**src/psr_pkg.sv**
```systemverilog
// Shared constants and types for the response scheduler.
// Assumes a single 125 MHz clock and a word-wide plain register port.
package psr_pkg;
  // Clock and time base
  localparam int CLK_PERIOD_NS = 8;
  localparam int HALF_US_NS = 500;
  localparam int FREE_RUN_PERIOD_NS = 228000;
  localparam int FREE_RUN_CYC = FREE_RUN_PERIOD_NS / CLK_PERIOD_NS;
  localparam int FRAME_HALF_US = 208;
  localparam int REPORT_MSGS = 2;
  // Nominal phase-three lengths, one retry, in hundredths of a millisecond
  localparam int P3_ASYNC8_R1_CMS = 8231;
  localparam int P3_ASYNC10_R1_CMS = 9690;
  localparam int P3_SYNC8_R1_CMS = 7000;
  // Transmission mode field codes
  localparam logic [1:0] MODE_NORMAL = 2'h0;
  localparam logic [1:0] MODE_DOUBLE = 2'h1;
  // Configuration field positions
  localparam int CFG_MODE_LSB = 0;
  localparam int CFG_FREE_BIT = 2;
  localparam int CFG_LAT_BIT = 3;
  localparam int CFG_LOCK_BIT = 4;
  localparam int CFG_RPT_LSB = 5;
  // Register byte offsets
  localparam logic [7:0] OFS_CONFIG = 8'h00;
  localparam logic [7:0] OFS_SLOT_A = 8'h04;
  localparam logic [7:0] OFS_SLOT_B = 8'h08;
  localparam logic [7:0] OFS_STATUS = 8'h0c;
  localparam logic [7:0] OFS_IRQ_STAT = 8'h10;
  localparam logic [7:0] OFS_IRQ_MASK = 8'h14;
  // Reset values
  localparam logic [7:0] RST_CONFIG = 8'h20;
  localparam logic [9:0] RST_SLOT_A = 10'h000;
  localparam logic [9:0] RST_SLOT_B = 10'h000;
  localparam logic [3:0] RST_IRQ_MASK = 4'h0;
  // Interrupt event bits
  localparam int EV_TX = 0;
  localparam int EV_ST_FAIL = 1;
  localparam int EV_REPORT = 2;
  localparam int EV_B_DROP = 3;
  // Message kinds and status message words
  localparam logic [1:0] KIND_DATA = 2'h0;
  localparam logic [1:0] KIND_BUSY = 2'h1;
  localparam logic [1:0] KIND_READY = 2'h2;
  localparam logic [1:0] KIND_DEFECT = 2'h3;
  localparam logic [9:0] WORD_BUSY = 10'h1e3;
  localparam logic [9:0] WORD_READY = 10'h1e4;
  localparam logic [9:0] WORD_DEFECT = 10'h1e5;
  // Scheduler states
  typedef enum logic [2:0] {S_EARLY, S_BUSY, S_REPORT, S_NORMAL, S_PROG} psr_state_t;
endpackage

```
**src/psr_slot_if.sv**
```systemverilog
// Carrier between the scheduler and one slot offset timer.
// Assumes both ends share the scheduler clock.
`timescale 1ns/1ps
interface psr_slot_if;
  logic tick; // Half-microsecond step
  logic restart; // Sync rising edge seen
  logic [9:0] offset; // Programmed slot offset
  logic hit; // Offset reached, one cycle
  modport timer (input tick, input restart, input offset, output hit);
  modport owner (output tick, output restart, output offset, input hit);
endinterface

```
**src/psr_response_scheduler.sv**
```systemverilog
// Response scheduler: phase-three self-check reporting and slot timing.
// Assumes a sync pin from the link receiver, samples on the same clock.
`timescale 1ns/1ps
module psr_response_scheduler
  import psr_pkg::*;
#(
  parameter int FREE_RUN_CYCLES = psr_pkg::FREE_RUN_CYC,
  parameter int FRAME_LEN_HU = psr_pkg::FRAME_HALF_US
) (
  input wire logic CLK_I,
  input wire logic RST_I,
  input wire logic SYNC_I,
  input wire logic [9:0] SAMPLE_I,
  input wire logic INIT12_DONE_I,
  input wire logic SELFTEST_DONE_I,
  input wire logic SELFTEST_PASS_I,
  input wire logic PROG_CMD_I,
  input wire logic [7:0] ADDR_I,
  input wire logic [31:0] WDATA_I,
  input wire logic WE_I,
  input wire logic RE_I,
  output logic [31:0] RDATA_O,
  output logic TX_START_O,
  output logic TX_SLOT_B_O,
  output logic [1:0] TX_KIND_O,
  output logic [9:0] TX_DATA_O,
  output logic SELFTEST_START_O,
  output logic PROG_MODE_O,
  output logic IRQ_O
);
  import psr_pkg::*;

  localparam int FRW = $clog2(FREE_RUN_CYCLES);

  // Parameter sanity
  if (FREE_RUN_CYCLES < 2 || FRAME_LEN_HU < 1 || FRAME_LEN_HU > 1023) begin : g_bad
    $error("unsupported scheduler parameters");
  end

  // Mode decode shared by the scheduler and the status register
  function automatic logic is_free_running_select(input logic [7:0] cfg, input logic [9:0] sa);
    is_free_running_select = (cfg[CFG_MODE_LSB +: 2] == MODE_NORMAL) && cfg[CFG_FREE_BIT]
               && (sa == 10'h000);
  endfunction

  // Configuration and interrupt registers
  logic [7:0] config_q; // Mode, free run, latency, lock, retries
  logic [9:0] slot_a_q; // First slot offset
  logic [9:0] slot_b_q; // Second slot offset
  logic [3:0] irq_stat_q; // Sticky events
  logic [3:0] irq_mask_q; // Event enables
  logic [3:0] events; // Events of this cycle

  // Link side
  logic sync_meta_q; // First synchroniser stage
  logic sync_q; // Second synchroniser stage
  logic sync_prev_q; // For edge detection
  logic sync_rise; // Sync rising edge
  logic [9:0] acc_q; // Fractional half-microsecond divider
  logic tick_hu; // Half-microsecond enable
  logic [FRW-1:0] fr_cnt_q; // Free-running period counter
  logic fr_fire; // Free-running frame moment

  // Scheduler state
  psr_state_t state_q; // Current phase
  psr_state_t state_d; // Next phase
  logic [2:0] try_q; // Self-test repetitions used
  logic passed_q; // Self-test outcome
  logic [1:0] rep_cnt_q; // Ready or defect messages sent
  logic st_start_q; // Self-test start pulse
  logic [9:0] data_a_q; // Sample for the first slot
  logic [9:0] data_b_q; // Sample for the second slot

  // Decoded settings
  logic [1:0] mode_sel; // Transmission mode field
  logic free_running_select_mode; // Fixed-rate mode
  logic simul_mode; // Latch at sync edge
  logic minlat_mode; // Latch at slot A
  logic double_mode; // Two slots per sync
  logic conflict; // Slot B starts inside slot A frame
  logic hit_a; // Slot A offset reached
  logic hit_b; // Slot B offset reached
  logic send_a; // First slot frame starts
  logic send_b; // Second slot frame starts
  logic drop_b; // Second slot frame suppressed
  logic talking; // Phase in which frames go out
  logic [1:0] cur_kind; // Kind of message now due
  logic [9:0] cur_word; // Status word now due
  logic [10:0] a_end; // End of slot A frame

  assign mode_sel = config_q[CFG_MODE_LSB +: 2];
  assign free_running_select_mode = is_free_running_select(config_q, slot_a_q);
  assign simul_mode = (mode_sel == MODE_NORMAL) && !free_running_select_mode && !config_q[CFG_LAT_BIT];
  assign minlat_mode = (mode_sel == MODE_NORMAL) && !free_running_select_mode && config_q[CFG_LAT_BIT];
  assign double_mode = (mode_sel == MODE_DOUBLE);

  // Conflict when slot B starts while the slot A frame is on the line
  assign a_end = {1'b0, slot_a_q} + FRAME_LEN_HU[10:0];
  assign conflict = (slot_b_q >= slot_a_q) && ({1'b0, slot_b_q} < a_end);

  // Sync pin synchroniser, first stage read by the second only
  always_ff @(posedge CLK_I or posedge RST_I) begin
    if (RST_I) begin
      sync_meta_q <= 1'b0;
      sync_q <= 1'b0;
      sync_prev_q <= 1'b0;
    end else begin
      sync_meta_q <= SYNC_I;
      sync_q <= sync_meta_q;
      sync_prev_q <= sync_q;
    end
  end

  // Fixed-rate mode does not follow the sync pulses
  assign sync_rise = sync_q && !sync_prev_q && !free_running_select_mode;

  // Half-microsecond divider, 62.5 cycles on average, realigned at sync
  assign tick_hu = (acc_q + CLK_PERIOD_NS[9:0]) >= HALF_US_NS[9:0];
  always_ff @(posedge CLK_I or posedge RST_I) begin
    if (RST_I) begin
      acc_q <= 10'h000;
    end else if (sync_rise) begin
      acc_q <= 10'h000;
    end else if (tick_hu) begin
      acc_q <= acc_q + CLK_PERIOD_NS[9:0] - HALF_US_NS[9:0];
    end else begin
      acc_q <= acc_q + CLK_PERIOD_NS[9:0];
    end
  end

  // Two slot timers, A then B
  psr_slot_if sif [2] ();
  for (genvar g = 0; g < 2; g++) begin : g_slot
    assign sif[g].tick = tick_hu;
    assign sif[g].restart = sync_rise;
    assign sif[g].offset = (g == 0) ? slot_a_q : slot_b_q;
    psr_slot_timer u_timer (
      .clk_i(CLK_I),
      .rst_i(RST_I),
      .sif(sif[g])
    );
  end
  assign hit_a = sif[0].hit;
  assign hit_b = sif[1].hit;

  // Free-running frame period counter
  always_ff @(posedge CLK_I or posedge RST_I) begin
    if (RST_I) begin
      fr_cnt_q <= '0;
    end else if (!free_running_select_mode || fr_fire) begin
      fr_cnt_q <= '0;
    end else begin
      fr_cnt_q <= fr_cnt_q + 1'b1;
    end
  end
  assign fr_fire = free_running_select_mode && (fr_cnt_q == FRW'(FREE_RUN_CYCLES - 1));

  // Frame start decisions
  assign talking = (state_q == S_BUSY) || (state_q == S_REPORT) || (state_q == S_NORMAL);
  assign send_a = talking && (free_running_select_mode ? fr_fire : hit_a);
  assign send_b = talking && !free_running_select_mode && double_mode && hit_b && !conflict;
  assign drop_b = talking && !free_running_select_mode && double_mode && hit_b && conflict;

  // Message due in the current phase
  always_comb begin
    cur_kind = KIND_DATA;
    cur_word = WORD_BUSY;
    unique case (state_q)
      S_BUSY: begin
        cur_kind = KIND_BUSY;
        cur_word = WORD_BUSY;
      end
      S_REPORT: begin
        cur_kind = passed_q ? KIND_READY : KIND_DEFECT;
        cur_word = passed_q ? WORD_READY : WORD_DEFECT;
      end
      S_EARLY, S_NORMAL, S_PROG: begin
        cur_kind = KIND_DATA;
        cur_word = WORD_BUSY;
      end
    endcase
  end

  // Phase sequencing
  always_comb begin
    state_d = state_q;
    unique case (state_q)
      S_EARLY: begin
        if (free_running_select_mode && PROG_CMD_I && !config_q[CFG_LOCK_BIT]) begin
          state_d = S_PROG;
        end else if (INIT12_DONE_I) begin
          state_d = S_BUSY;
        end
      end
      S_BUSY: begin
        if (SELFTEST_DONE_I && (SELFTEST_PASS_I || try_q >= config_q[CFG_RPT_LSB +: 3])) begin
          state_d = S_REPORT;
        end
      end
      S_REPORT: begin
        if (passed_q && send_a && rep_cnt_q == 2'(REPORT_MSGS - 1)) begin
          state_d = S_NORMAL;
        end
      end
      S_NORMAL, S_PROG: begin
        state_d = state_q;
      end
    endcase
  end

  always_ff @(posedge CLK_I or posedge RST_I) begin
    if (RST_I) begin
      state_q <= S_EARLY;
    end else begin
      state_q <= state_d;
    end
  end

  assign PROG_MODE_O = (state_q == S_PROG);

  // Self-test run control and repetition count
  always_ff @(posedge CLK_I or posedge RST_I) begin
    if (RST_I) begin
      st_start_q <= 1'b0;
      try_q <= 3'h0;
      passed_q <= 1'b0;
    end else begin
      st_start_q <= 1'b0;
      if (state_q == S_EARLY && state_d == S_BUSY) begin
        st_start_q <= 1'b1;
        try_q <= 3'h0;
      end else if (state_q == S_BUSY && SELFTEST_DONE_I) begin
        if (SELFTEST_PASS_I) begin
          passed_q <= 1'b1;
        end else if (try_q < config_q[CFG_RPT_LSB +: 3]) begin
          try_q <= try_q + 3'h1;
          st_start_q <= 1'b1;
        end
      end
    end
  end
  assign SELFTEST_START_O = st_start_q;

  // Ready or defect messages counted in slot A frames
  always_ff @(posedge CLK_I or posedge RST_I) begin
    if (RST_I) begin
      rep_cnt_q <= 2'h0;
    end else if (state_q != S_REPORT) begin
      rep_cnt_q <= 2'h0;
    end else if (send_a && rep_cnt_q != 2'h3) begin
      rep_cnt_q <= rep_cnt_q + 2'h1;
    end
  end

  // Sample latch for the first slot
  always_ff @(posedge CLK_I or posedge RST_I) begin
    if (RST_I) begin
      data_a_q <= 10'h000;
    end else if (simul_mode && sync_rise) begin
      data_a_q <= SAMPLE_I;
    end else if ((minlat_mode || double_mode) && hit_a) begin
      data_a_q <= SAMPLE_I;
    end else if (fr_fire) begin
      data_a_q <= SAMPLE_I;
    end
  end

  // Fresh sample for the second slot
  always_ff @(posedge CLK_I or posedge RST_I) begin
    if (RST_I) begin
      data_b_q <= 10'h000;
    end else if (double_mode && hit_b) begin
      data_b_q <= SAMPLE_I;
    end
  end

  // Frame start to the line driver; sample words come from the slot A latch in sync-edge mode, else straight from SAMPLE_I
  always_ff @(posedge CLK_I or posedge RST_I) begin
    if (RST_I) begin
      TX_START_O <= 1'b0;
      TX_SLOT_B_O <= 1'b0;
      TX_KIND_O <= KIND_DATA;
      TX_DATA_O <= 10'h000;
    end else begin
      TX_START_O <= send_a || send_b;
      if (send_a || send_b) begin
        TX_SLOT_B_O <= send_b;
        TX_KIND_O <= cur_kind;
        if (cur_kind != KIND_DATA) begin
          TX_DATA_O <= cur_word;
        end else if (send_b) begin
          TX_DATA_O <= SAMPLE_I;
        end else if (simul_mode) begin
          TX_DATA_O <= data_a_q;
        end else begin
          TX_DATA_O <= SAMPLE_I;
        end
      end
    end
  end

  // Events for the interrupt status
  assign events = {drop_b, (state_q == S_BUSY && state_d == S_REPORT),
                   (state_q == S_BUSY && SELFTEST_DONE_I && !SELFTEST_PASS_I),
                   (send_a || send_b)};

  // Software registers
  always_ff @(posedge CLK_I or posedge RST_I) begin
    if (RST_I) begin
      config_q <= RST_CONFIG;
      slot_a_q <= RST_SLOT_A;
      slot_b_q <= RST_SLOT_B;
      irq_mask_q <= RST_IRQ_MASK;
    end else if (WE_I) begin
      unique case (ADDR_I)
        OFS_CONFIG: config_q <= WDATA_I[7:0];
        OFS_SLOT_A: slot_a_q <= WDATA_I[9:0];
        OFS_SLOT_B: slot_b_q <= WDATA_I[9:0];
        OFS_IRQ_MASK: irq_mask_q <= WDATA_I[3:0];
        default: begin
        end
      endcase
    end
  end

  // Sticky events, write one to clear, a new event wins
  always_ff @(posedge CLK_I or posedge RST_I) begin
    if (RST_I) begin
      irq_stat_q <= 4'h0;
    end else if (WE_I && ADDR_I == OFS_IRQ_STAT) begin
      irq_stat_q <= (irq_stat_q & ~WDATA_I[3:0]) | events;
    end else begin
      irq_stat_q <= irq_stat_q | events;
    end
  end
  assign IRQ_O = |(irq_stat_q & irq_mask_q);

  // Read data, one cycle after the strobe, zero elsewhere
  always_ff @(posedge CLK_I or posedge RST_I) begin
    if (RST_I) begin
      RDATA_O <= 32'h0000_0000;
    end else if (RE_I) begin
      unique case (ADDR_I)
        OFS_CONFIG: RDATA_O <= {24'h000000, config_q};
        OFS_SLOT_A: RDATA_O <= {22'h000000, slot_a_q};
        OFS_SLOT_B: RDATA_O <= {22'h000000, slot_b_q};
        OFS_STATUS: RDATA_O <= {20'h00000, conflict, double_mode, free_running_select_mode, passed_q,
                                try_q, 1'b0, 1'b0, state_q};
        OFS_IRQ_STAT: RDATA_O <= {28'h0000000, irq_stat_q};
        OFS_IRQ_MASK: RDATA_O <= {28'h0000000, irq_mask_q};
        default: RDATA_O <= 32'h0000_0000;
      endcase
    end else begin
      RDATA_O <= 32'h0000_0000;
    end
  end

  // Checks next to the logic
  a_retry_limit: assert property (@(posedge CLK_I) disable iff (RST_I)
    state_q == S_BUSY && SELFTEST_DONE_I && !SELFTEST_PASS_I
    && try_q >= config_q[CFG_RPT_LSB +: 3]
    |=> state_q == S_REPORT && !passed_q && !SELFTEST_START_O)
    else $error("retry limit not honoured");
  a_retry_again: assert property (@(posedge CLK_I) disable iff (RST_I)
    state_q == S_BUSY && SELFTEST_DONE_I && !SELFTEST_PASS_I
    && try_q < config_q[CFG_RPT_LSB +: 3]
    |=> SELFTEST_START_O && state_q == S_BUSY && try_q == $past(try_q) + 3'h1)
    else $error("failed self-test not rerun");
  a_pass_stops: assert property (@(posedge CLK_I) disable iff (RST_I)
    state_q == S_BUSY && SELFTEST_DONE_I && SELFTEST_PASS_I
    |=> passed_q && state_q == S_REPORT && !SELFTEST_START_O)
    else $error("self-test repeated after pass");
  a_two_reports: assert property (@(posedge CLK_I) disable iff (RST_I)
    state_q == S_REPORT && $past(state_q) == S_BUSY
    |-> rep_cnt_q == 2'h0) else $error("report count not cleared");
  a_normal_entry: assert property (@(posedge CLK_I) disable iff (RST_I)
    $rose(state_q == S_NORMAL) |-> $past(rep_cnt_q) == 2'h1 && passed_q
    && TX_START_O && TX_KIND_O == KIND_READY) else $error("bad entry into normal");
  a_fixed_rate: assert property (@(posedge CLK_I) disable iff (RST_I)
    fr_fire && talking |=> TX_START_O && !TX_SLOT_B_O) else $error("free-run frame missed");
  a_prog_lock: assert property (@(posedge CLK_I) disable iff (RST_I)
    state_q == S_EARLY && PROG_CMD_I && config_q[CFG_LOCK_BIT]
    |=> !PROG_MODE_O) else $error("locked device entered programming");
  a_simul_latch: assert property (@(posedge CLK_I) disable iff (RST_I)
    simul_mode && sync_rise |=> data_a_q == $past(SAMPLE_I)) else $error("sync latch lost");
  a_minlat_send: assert property (@(posedge CLK_I) disable iff (RST_I)
    minlat_mode && hit_a && state_q == S_NORMAL
    |=> TX_START_O && TX_DATA_O == $past(SAMPLE_I) && data_a_q == $past(SAMPLE_I))
    else $error("slot A sample not sent");
  a_double_b: assert property (@(posedge CLK_I) disable iff (RST_I)
    double_mode && hit_b && !conflict && state_q == S_NORMAL
    |=> TX_START_O && TX_SLOT_B_O && TX_DATA_O == $past(SAMPLE_I))
    else $error("slot B sample not sent");
  a_init_same: assert property (@(posedge CLK_I) disable iff (RST_I)
    TX_START_O && TX_SLOT_B_O && TX_KIND_O != KIND_DATA
    |-> TX_DATA_O == (TX_KIND_O == KIND_BUSY ? WORD_BUSY
        : (TX_KIND_O == KIND_READY ? WORD_READY : WORD_DEFECT)))
    else $error("slot B init data differs");
  a_conflict_drop: assert property (@(posedge CLK_I) disable iff (RST_I)
    hit_b && conflict && !hit_a |=> !TX_START_O) else $error("slot B sent despite conflict");
endmodule

```
**src/psr_slot_timer.sv**
```systemverilog
// One-shot slot offset timer counted in half-microsecond steps.
// Assumes tick and restart come from logic on the same clock.
`timescale 1ns/1ps
module psr_slot_timer (
  input wire logic clk_i,
  input wire logic rst_i,
  psr_slot_if.timer sif
);
  logic [9:0] count_q; // Steps since the sync edge
  logic armed_q; // Waiting for the offset

  assign sif.hit = armed_q && (count_q == sif.offset);

  // Step counter, cleared at each sync edge, saturating
  always_ff @(posedge clk_i or posedge rst_i) begin
    if (rst_i) begin
      count_q <= 10'h000;
    end else if (sif.restart) begin
      count_q <= 10'h000;
    end else if (sif.tick && (count_q != 10'h3ff)) begin
      count_q <= count_q + 10'h001;
    end
  end

  // Arm at the sync edge, disarm after the hit
  always_ff @(posedge clk_i or posedge rst_i) begin
    if (rst_i) begin
      armed_q <= 1'b0;
    end else if (sif.restart) begin
      armed_q <= 1'b1;
    end else if (sif.hit) begin
      armed_q <= 1'b0;
    end
  end

  a_hit_single: assert property (@(posedge clk_i) disable iff (rst_i)
    sif.hit && !sif.restart |=> !sif.hit) else $error("slot hit repeated");
endmodule

```
**config.mk**
```make
export PLATFORM = sky130hd
export DESIGN_NAME = psr_response_scheduler
export DESIGN_NICKNAME = d
export VERILOG_FILES = /design/src/psr_pkg.sv /design/src/psr_slot_if.sv /design/src/psr_response_scheduler.sv /design/src/psr_slot_timer.sv
export SDC_FILE = /design/constraint.sdc
export NUM_CORES = 1
export LEC_CHECK = 0
export BUFFER_PORTS_ARGS = -buffer_cell sky130_fd_sc_hd__buf_2
export CORE_ASPECT_RATIO = 2
export CORE_MARGIN = 1.5
export CORE_UTILIZATION = 50
export CTS_CLUSTER_DIAMETER = 60
export DETAILED_ROUTE_END_ITERATION = 10
export PLACE_DENSITY = 0.77
export REMOVE_ABC_BUFFERS = 1
export SLEW_MARGIN = 30
export SYNTH_ARGS = -nofsm -noshare
export SYNTH_HDL_FRONTEND = slang
export SYNTH_SLANG_ARGS = --single-unit
```
**constraint.sdc**
```tcl
create_clock -name CLK_I -period 5.2 [get_ports CLK_I]
set_clock_uncertainty 0.1 [all_clocks]
set_input_delay 0 -clock CLK_I [delete_from_list [all_inputs] [get_ports CLK_I]]
set_output_delay 0 -clock CLK_I [all_outputs]
set_load 0.01 [all_outputs]
```
==> impl_metrics.env, run 1 <==
export IMPL_ant_nets=0
export IMPL_fp_dieW_microns=88.6
export IMPL_p_per_area_mw_per_mm2=352
export IMPL_tns_ps=0
export IMPL_grt_pass1_vias=5780
export IMPL_wirelength_microns=17500
export IMPL_postSynthAreaPerCell_sq_um=10.3
export IMPL_gp_congestion=0.887
export IMPL_hold_worst_slack_ps=21.1
export IMPL_floorplan_initialDensity=0.510
export IMPL_area_delta_synth_final_pct=18.2
export IMPL_clock_sinks=130
export IMPL_grt_pass1_wl_microns=28600
export IMPL_ctsHoldBuffers=31
export IMPL_detail_route_vias_per_cell=5.65
export IMPL_ys_warnings_count=0
export IMPL_cp_max_fo=14
export IMPL_track_usage=0.242
export IMPL_power_uw=3050
export IMPL_vias=5717
export IMPL_min_period_over_period=0.696
export IMPL_power_leakage_uw=0.00409
export IMPL_htreeDepth=4
export IMPL_post_cts_resized=0
export IMPL_timing_slew_headroom=0.312
export IMPL_antenna_found_initial=0
export IMPL_crit_arrival_ps=3830
export IMPL_place_hpwl_microns=12400
export IMPL_post_cts_setup_buffers=0
export IMPL_setup_viol=0
export IMPL_async_flop_share=1.00
export IMPL_root_buffer="clkbuf_16"
export IMPL_die_area_sq_mm=0.0154
export IMPL_clock_latency_ps=430
export IMPL_fmax_mhz=276
export IMPL_rows=62
export IMPL_pre_cts_ws_ps=1570
export IMPL_crit_type="reg2reg"
export IMPL_synth_cell_type_count=65
export IMPL_antenna_cells=0
export IMPL_initialDrtViolationCount=361
export IMPL_grt_max_degree=50
export IMPL_wl_per_cell_microns=17.3
export IMPL_fp_dieH_microns=174
export IMPL_grt_overflow=0
export IMPL_outcome="completed"
export IMPL_yosysSeqAreaShare=0.445
export IMPL_synth_cells=714
export IMPL_syn_area_sq_mm=0.00732
export IMPL_synth_seq_cells=130
export IMPL_coreArea_sq_mm=0.0144
export IMPL_fin_crit_ps=3620
export IMPL_io_buffers=65
export IMPL_ios=108
export IMPL_worst_slew_pin_slew_ps=1020
export IMPL_firstDrtPassIters=6
export IMPL_final_max_slew_violation_count=0
export IMPL_hold_viol_final=0
export IMPL_synth_ff_type="dfrtp_1"
export IMPL_drive_above_1_share=0.212
export IMPL_synth_edf_count=0
export IMPL_drc_errors=0
export IMPL_cts_tree="done"
export IMPL_drv_cap=0
export IMPL_clk_pin_slew_ps=60
export IMPL_hp_class="in2reg"
export IMPL_cts_buffers=17
export IMPL_cts_buffer_depth=2
export IMPL_final_nets=898
export IMPL_setup_ws_ps=1580
export IMPL_rsz0062_at_grt="no"
export IMPL_cp_start_kind="flip-flop"
export IMPL_vdd_drop_max_mv=0.181
export IMPL_cp_required_ps=5410
export IMPL_endpoint_kind="flip-flop"
## synth_stat cells, types with 12 or more instances
library cell  count  area, sq um
inv_1            29          109
nor2_1           80          300
nand4_1          22          138
clkbuf_1         16         60.1
nand3_1          19         95.1
dfrtp_1         129         3230
xnor2_1          27          236
a21oi_1          19         95.1
buf_4            20          150
and3_1           12         75.1
mux2_2           50          563
xor2_1           30          263
mux2i_1          18          180
ha_1             32          400
nand2_1          49          184
## through the flow
step / std cells / utilization / cell area [sq um]
after global routing: 1012 / 0.603 / 8650
final: 1012 / 0.603 / 8650
after detailed placement: 949 / 0.539 / 7730
after global placement: 949 / 0.539 / 7730
after floorplan: 688 / - / 7130
after CTS: 1012 / 0.603 / 8650
## where the power goes
group	total (uW)	switching (uW)	internal (uW)
Sequential	1230	107	1120
Clock	1240	476	759
Combinational	584	297	287
## layout make-up
cell class                 instances  area, sq um
fill                            1152         5700
tap                              192          240
clock inverter                    15          183
timing repair buffer             100          666
clock buffer                      17          425
multi-input combinational        529         3770
inverter                          29          111
sequential                       130         3250
## cells by family (layout without fill, tap and decap cells)
logic type,after synthesis,after routing,share of synthesized area
and+or+nand+nor,254,254,0.177
DFF,130,130,0.445
AOI/OAI and AO/OA,91,91,0.0891
muxes,75,75,0.116
buffers and inverters,74,161,0.0499
xor gates and xnor gates,57,57,0.0682
adders and majority gates,32,32,0.0547
other,1,20,0.000512
## critical path, cell delays in order (launching register included)
cell and delay, ps:
dfrtp_1 480, ha_1 260, or3_1 340, xnor2_1 150
ha_1 300, a211oi_1 200, o21ai_0 110, a21oi_1 280
a31oi_4 180, nor2_2 670, mux2_2 420
## registers in the layout (all words and copies together), names as in the netlist, 2 cells and up
register and flops:
RDATA_O 12, TX_DATA_O 10, TX_KIND_O 2, acc_q 8
config_q 8, data_a_q 10, fr_cnt_q 15, g_slot.u_timer.armed_q 2
g_slot.u_timer.count_q 20, irq_mask_q 4, irq_stat_q 4, rep_cnt_q 2
sif.offset 20, state_q 3, try_q 3
## layer usage
| metal | vias up | global-route usage | wire (microns) |
|---|---|---|---|
| met3 | 65 | 0.0489 | 587 |
| met4 | 0 | 0.150 | 895 |
| met2 | 168 | 0.419 | 9580 |
| met1 | 2808 | 0.262 | 6400 |
| met5 | - | 0 | 0 |
| li1 | 2676 | - | - |
## worst paths after layout
check                      slack (ps)  cells past startpoint                         start                           end
setup / recovery                 1580                     10  sif[0].offset[4]$_DFFE_PP0P_      TX_DATA_O[7]$_DFFE_PP0P_
min in group asynchronous          60                      3                         RST_I        fr_cnt_q[12]$_DFF_PP0_
setup reg to reg                 1580                     10  sif[0].offset[4]$_DFFE_PP0P_      TX_DATA_O[7]$_DFFE_PP0P_
hold / removal                     20                      4                     ADDR_I[4]          RDATA_O[5]$_DFF_PP0_
hold reg to reg                   250                      0         sync_meta_q$_DFF_PP0_              sync_q$_DFF_PP0_
max in group asynchronous        3890                      4                         RST_I  sif[1].offset[5]$_DFFE_PP0P_
## cell usage in the layout, fill, tap and decap left out, drive strengths merged, types with 5 or more instances in the layout
cell and instances:
and3 12, clkinv 8, a31oi 7, xnor2 27, dfrtp 129, nand4 22, a211oi 7, or2 5
nor4b 6, a22oi 8, nand2 49, nor2 81, xor2 30, mux2i 18, nor3 11, o211ai 7
ha 32, buf 69, a21o 5, nor4 8, and2 11, a21oi 19, inv 33, o21ai 11
clkbuf 17, nand2b 5, nand3 19, nor2b 5, dlygate4sd3 31, mux2 57, conb 20
(Power assumes the default switching activity.)
==> inputs of run 2 (changes only) <==
==> constraint.sdc (replaced) <==
create_clock -name CLK_I -period 3.7 [get_ports CLK_I]
set_clock_uncertainty 0.1 [all_clocks]
set_input_delay 0 -clock CLK_I [delete_from_list [all_inputs] [get_ports CLK_I]]
set_output_delay 0 -clock CLK_I [all_outputs]
set_load 0.01 [all_outputs]
==> impl_metrics.env, run 2 (synthesis results as in run 1) <==
export IMPL_outcome="completed"
export IMPL_hold_viol_final=0
export IMPL_cp_required_ps=3900
export IMPL_ant_nets=0
export IMPL_grt_busiest_layer="met2"
export IMPL_cp_cell_sequence="ha_1 > or3_1 > xnor2_1 > ha_1 > a211oi_1 > o21ai_0 > a21oi_1 > a31oi_4 > nor2_2 > buf_4 > mux2_2"
export IMPL_post_cts_setup_buffers=0
export IMPL_clock_sinks=130
export IMPL_reg2reg_to="TX_DATA_O[8]$_DFFE_PP0P_"
export IMPL_worst_slew_pin_slew_ps=747
export IMPL_die_area_sq_mm=0.0154
export IMPL_slowest_stage="dfrtp_1"
export IMPL_crit_type="reg2reg"
export IMPL_p_per_area_mw_per_mm2=492
export IMPL_grt_max_degree=72
export IMPL_crit_top_cell="ha_1"
export IMPL_place_hpwl_microns=12400
export IMPL_cts_buffer_depth=2
export IMPL_root_buffer="clkbuf_16"
export IMPL_track_usage=0.237
export IMPL_detail_route_vias_per_cell=5.64
export IMPL_cts_tree="done"
export IMPL_rows=62
export IMPL_max_stage_delay_ps=460
export IMPL_seq_area_sq_mm=0.00325
export IMPL_reg2reg_from="sif[0].offset[4]$_DFFE_PP0P_"
export IMPL_firstDrtPassIters=5
export IMPL_fp_dieH_microns=174
export IMPL_multi_input_area_sq_mm=0.00378
export IMPL_fin_crit_ps=3230
export IMPL_final_util=0.605
export IMPL_tns_ps=0
export IMPL_power_leakage_uw=0.00410
export IMPL_clk_pin_slew_ps=60
export IMPL_reg2reg_depth=11
export IMPL_wirelength_microns=17300
export IMPL_htreeDepth=4
export IMPL_vdd_drop_max_mv=0.294
export IMPL_mostFrequentLayoutCell="dfrtp_1"
export IMPL_cp_startpoint="sif[0].offset[4]$_DFFE_PP0P_"
export IMPL_layout_common_cells="dfrtp_1 (129), nor2_1 (80), buf_2 (65)"
export IMPL_holdPathStages=4
export IMPL_use_met1=0.244
export IMPL_drc_errors=0
export IMPL_fp_dieW_microns=88.6
export IMPL_endpoint_kind="flip-flop"
export IMPL_initialDrtViolationCount=346
export IMPL_met2_usage=0.429
export IMPL_timing_slew_headroom=0.498
export IMPL_cp_start_kind="flip-flop"
export IMPL_setup_viol=0
export IMPL_clock_latency_ps=430
export IMPL_antenna_found_initial=0
export IMPL_min_period_over_period=0.874
export IMPL_grt_use_met3=0.0508
export IMPL_drive_above_1_share=0.214
export IMPL_gp_congestion=0.906
export IMPL_ios=108
export IMPL_endpoint="TX_DATA_O[8]$_DFFE_PP0P_"
export IMPL_fillers=1158
export IMPL_antenna_cells=0
export IMPL_post_cts_resized=0
export IMPL_area_delta_synth_final_pct=18.5
export IMPL_io_buffers=65
export IMPL_grt_overflow=0
export IMPL_hp_class="in2reg"
export IMPL_grt_pass1_wl_microns=27900
export IMPL_final_max_slew_violation_count=0
export IMPL_coreArea_sq_mm=0.0144
export IMPL_final_nets=900
export IMPL_wl_per_cell_microns=17.1
export IMPL_cp_max_fo=14
export IMPL_ctsHoldBuffers=31
export IMPL_drv_cap=0
export IMPL_rsz0062_at_grt="no"
export IMPL_fmax_mhz=309
export IMPL_crit_arrival_ps=3440
export IMPL_cts_buffers=17
export IMPL_vias=5710
export IMPL_floorplan_initialDensity=0.510
export IMPL_grt_pass1_vias=5775
export IMPL_rrSetupSlack_ps=470
[run 2: power by group]
part	switching [uW]	internal (uW)
sequential	152	1570
combinational	424	408
clock	644	1070
[run 2: metal layers]
metal / part of all wire / wire (microns)
met1: 0.37 / 6410
met2: 0.56 / 9690
met3: 0.029 / 510
met4: 0.042 / 728
met5: 0 / 0
[run 2: layout make-up]
class                      count  area share
sequential                   130       0.375
multi-input combinational    529       0.435
timing repair buffer         102      0.0799
clock inverter                13      0.0185
tap                          192      0.0277
inverter                      29      0.0128
clock buffer                  18      0.0506
[run 2: critical path, delay by kind of cell (launching register included)]
family	cells	cell delay, ps
adders and majority gates	2	550
muxes	1	360
AOI/OAI and AO/OA	4	760
xor gates and xnor gates	1	150
DFF	1	460
and+or+nand+nor	2	480
buffers and inverters	1	250
[run 2: worst min path at each step]
stage	startpoint	to	slack (ps)
5_1_grt	ADDR_I[3]	RDATA_O[11]$_DFF_PP0_	90
4_1_cts	ADDR_I[4]	RDATA_O[3]$_DFF_PP0_	30
3_3_place_gp	SYNC_I	sync_meta_q$_DFF_PP0_	40
3_5_place_dp	SYNC_I	sync_meta_q$_DFF_PP0_	40
6_report	ADDR_I[4]	RDATA_O[3]$_DFF_PP0_	50
2_1_floorplan	SYNC_I	sync_meta_q$_DFF_PP0_	-70
[run 2: stage by stage]
step	area [sq um]	cells	setup slack [ps]	power [uW]	hold WS (ps)
after floorplan	7130	688	132	2280	-68.6
after detailed placement	7760	951	505	2550	41.1
after CTS	8670	1013	478	4280	29.3
after global placement	7760	951	561	2520	42.1
final	8680	1013	466	4270	48.2
after global routing	8680	1013	328	4450	86.8
==> inputs of run 3 (changes only) <==
--- a/config.mk
+++ b/config.mk
@@ -11,7 +11,7 @@
 export CORE_UTILIZATION = 50
 export CTS_CLUSTER_DIAMETER = 60
 export DETAILED_ROUTE_END_ITERATION = 10
-export PLACE_DENSITY = 0.77
+export PLACE_DENSITY = 0.74
 export REMOVE_ABC_BUFFERS = 1
 export SLEW_MARGIN = 30
 export SYNTH_ARGS = -nofsm -noshare
==> impl_metrics.env, run 3 (synthesis results as in run 1) <==
export IMPL_rows=62
export IMPL_tns_ps=0
export IMPL_drc_errors=0
export IMPL_p_int_uw=3050
export IMPL_min_period_over_period=0.895
export IMPL_cp_start_kind="flip-flop"
export IMPL_hold_viol_final=0
export IMPL_power_leakage_uw=0.00411
export IMPL_crit_top_cell="ha_1"
export IMPL_ctsHoldBuffers=31
export IMPL_antenna_found_initial=0
export IMPL_grt_pass1_wl_microns=29900
export IMPL_fmax_mhz=302
export IMPL_pwr_share_seq=0.402
export IMPL_worst_slew_pin_slew_ps=764
export IMPL_ios=108
export IMPL_crit_type="reg2reg"
export IMPL_antenna_cells=0
export IMPL_detail_route_vias_per_cell=5.75
export IMPL_ant_nets=0
export IMPL_drive_above_1_share=0.216
export IMPL_setup_viol=0
export IMPL_htreeDepth=4
export IMPL_initialDrtViolationCount=302
export IMPL_coreArea_sq_mm=0.0144
export IMPL_fp_dieW_microns=88.6
export IMPL_clk_pin_slew_ps=60
export IMPL_vias=5840
export IMPL_io_buffers=65
export IMPL_firstDrtPassIters=5
export IMPL_wirelength_microns=18100
export IMPL_vdd_drop_max_mv=0.280
export IMPL_final_area_sq_mm=0.00868
export IMPL_wl_per_cell_microns=17.8
export IMPL_swShare=0.292
export IMPL_max_stage_delay_ps=460
export IMPL_fin_crit_ps=3310
export IMPL_grt_max_degree=56
export IMPL_root_buffer="clkbuf_16"
export IMPL_power_uw=4310
export IMPL_hold_worst_slack_ps=49.5
export IMPL_floorplan_initialDensity=0.510
export IMPL_post_cts_setup_buffers=0
export IMPL_layout_common_cells="dfrtp_1 (129), nor2_1 (80), buf_2 (65)"
export IMPL_place_hpwl_microns=13400
export IMPL_cp_required_ps=3900
export IMPL_clkPwrFrac=0.399
export IMPL_rsz0062_at_grt="no"
export IMPL_cp_max_fo=14
export IMPL_fp_dieH_microns=174
export IMPL_track_usage=0.254
export IMPL_outcome="completed"
export IMPL_area_delta_synth_final_pct=18.6
export IMPL_cts_tree="done"
export IMPL_hp_class="in2reg"
export IMPL_final_max_slew_violation_count=0
export IMPL_timing_slew_headroom=0.486
export IMPL_gp_congestion=0.955
export IMPL_switching_power_uw=1260
export IMPL_slowest_stage="dfrtp_1"
export IMPL_cp_cell_sequence="ha_1 > or3_1 > xnor2_1 > ha_1 > a211oi_1 > o21ai_0 > a21oi_1 > a31oi_4 > nor2_2 > buf_4 > mux2_2"
export IMPL_endpoint_kind="flip-flop"
export IMPL_place_area_sq_mm=0.00776
export IMPL_drv_cap=0
export IMPL_cts_buffers=17
export IMPL_grt_overflow=0
export IMPL_cts_buffer_depth=2
export IMPL_power_frac_comb=0.198
export IMPL_final_nets=902
export IMPL_post_cts_resized=0
export IMPL_clock_sinks=130
export IMPL_die_area_sq_mm=0.0154
export IMPL_mostFrequentLayoutCell="dfrtp_1"
export IMPL_clock_latency_ps=420
export IMPL_crit_arrival_ps=3510
export IMPL_p_per_area_mw_per_mm2=496
export IMPL_grt_pass1_vias=6099
==> run 3: cell count changes in the layout (fill, tap and decap cells not counted) <==
cell        before  now
buf_4            5    8
clkinvlp_4       2    0
clkinv_4         3    4
nor4_1           6    7
buf_12           1    0
nor4_2           2    1
clkbuf_8         1    0
inv_6            1    4
==> run 3: power by group through the flow <==
| stage | Combinational (uW) | Sequential (uW) | Clock (uW) |
|---|---|---|---|
| floorplan | 545 | 1740 | 0 |
| global placement | 791 | 1740 | 0 |
| detailed placement | 824 | 1750 | 0 |
| CTS | 856 | 1730 | 1740 |
| global route | 946 | 1750 | 1810 |
| finish | 855 | 1730 | 1720 |
==> run 3: worst paths after layout <==
check	startpoint	to	slack, ps	depth (start not counted)
max in group asynchronous	RST_I	state_q[1]$_DFF_PP0_	2360	4
max	sif[0].offset[4]$_DFFE_PP0P_	TX_DATA_O[8]$_DFFE_PP0P_	390	11
min in group asynchronous	RST_I	fr_cnt_q[5]$_DFF_PP0_	150	3
min	ADDR_I[4]	RDATA_O[7]$_DFF_PP0_	50	4
min reg2reg	sync_meta_q$_DFF_PP0_	sync_q$_DFF_PP0_	260	0
max reg2reg	sif[0].offset[4]$_DFFE_PP0P_	TX_DATA_O[8]$_DFFE_PP0P_	390	11
==> run 3: area by class of cell <==
cell class / count / area (sq um)
clock buffer: 17 / 425
clock inverter: 15 / 180
sequential: 130 / 3250
tap: 192 / 240
timing repair buffer: 104 / 696
inverter: 29 / 111
multi-input combinational: 529 / 3770
fill: 1157 / 5670
==> run 3: layer usage <==
metal,wire [microns],GRT usage,share of wire,vias up
li1,-,-,-,2678
met1,6440,0.261,0.36,2910
met2,9970,0.455,0.55,188
met3,659,0.0470,0.036,64
met4,1040,0.161,0.057,0
met5,0,0,0,-
==> run 3: worst max-delay path: cells and delay by family (launching register included) <==
kind	cells	cell delay [ps]
multiplexers	1	380
XOR/XNOR	1	140
adder cells (fa/ha/maj)	2	550
AO/OA/AOI/OAI	4	810
AND/OR/NAND/NOR	2	480
buffers and inverters	1	260
flip-flops	1	460
==> run 3: per-stage QoR <==
stage	cells	setup WS, ps	util
5_1_grt	1016	240	0.605
2_1_floorplan	688	132	-
6_report	1016	389	0.605
4_1_cts	1016	392	0.605
3_5_place_dp	953	418	0.541
3_3_place_gp	953	501	0.541
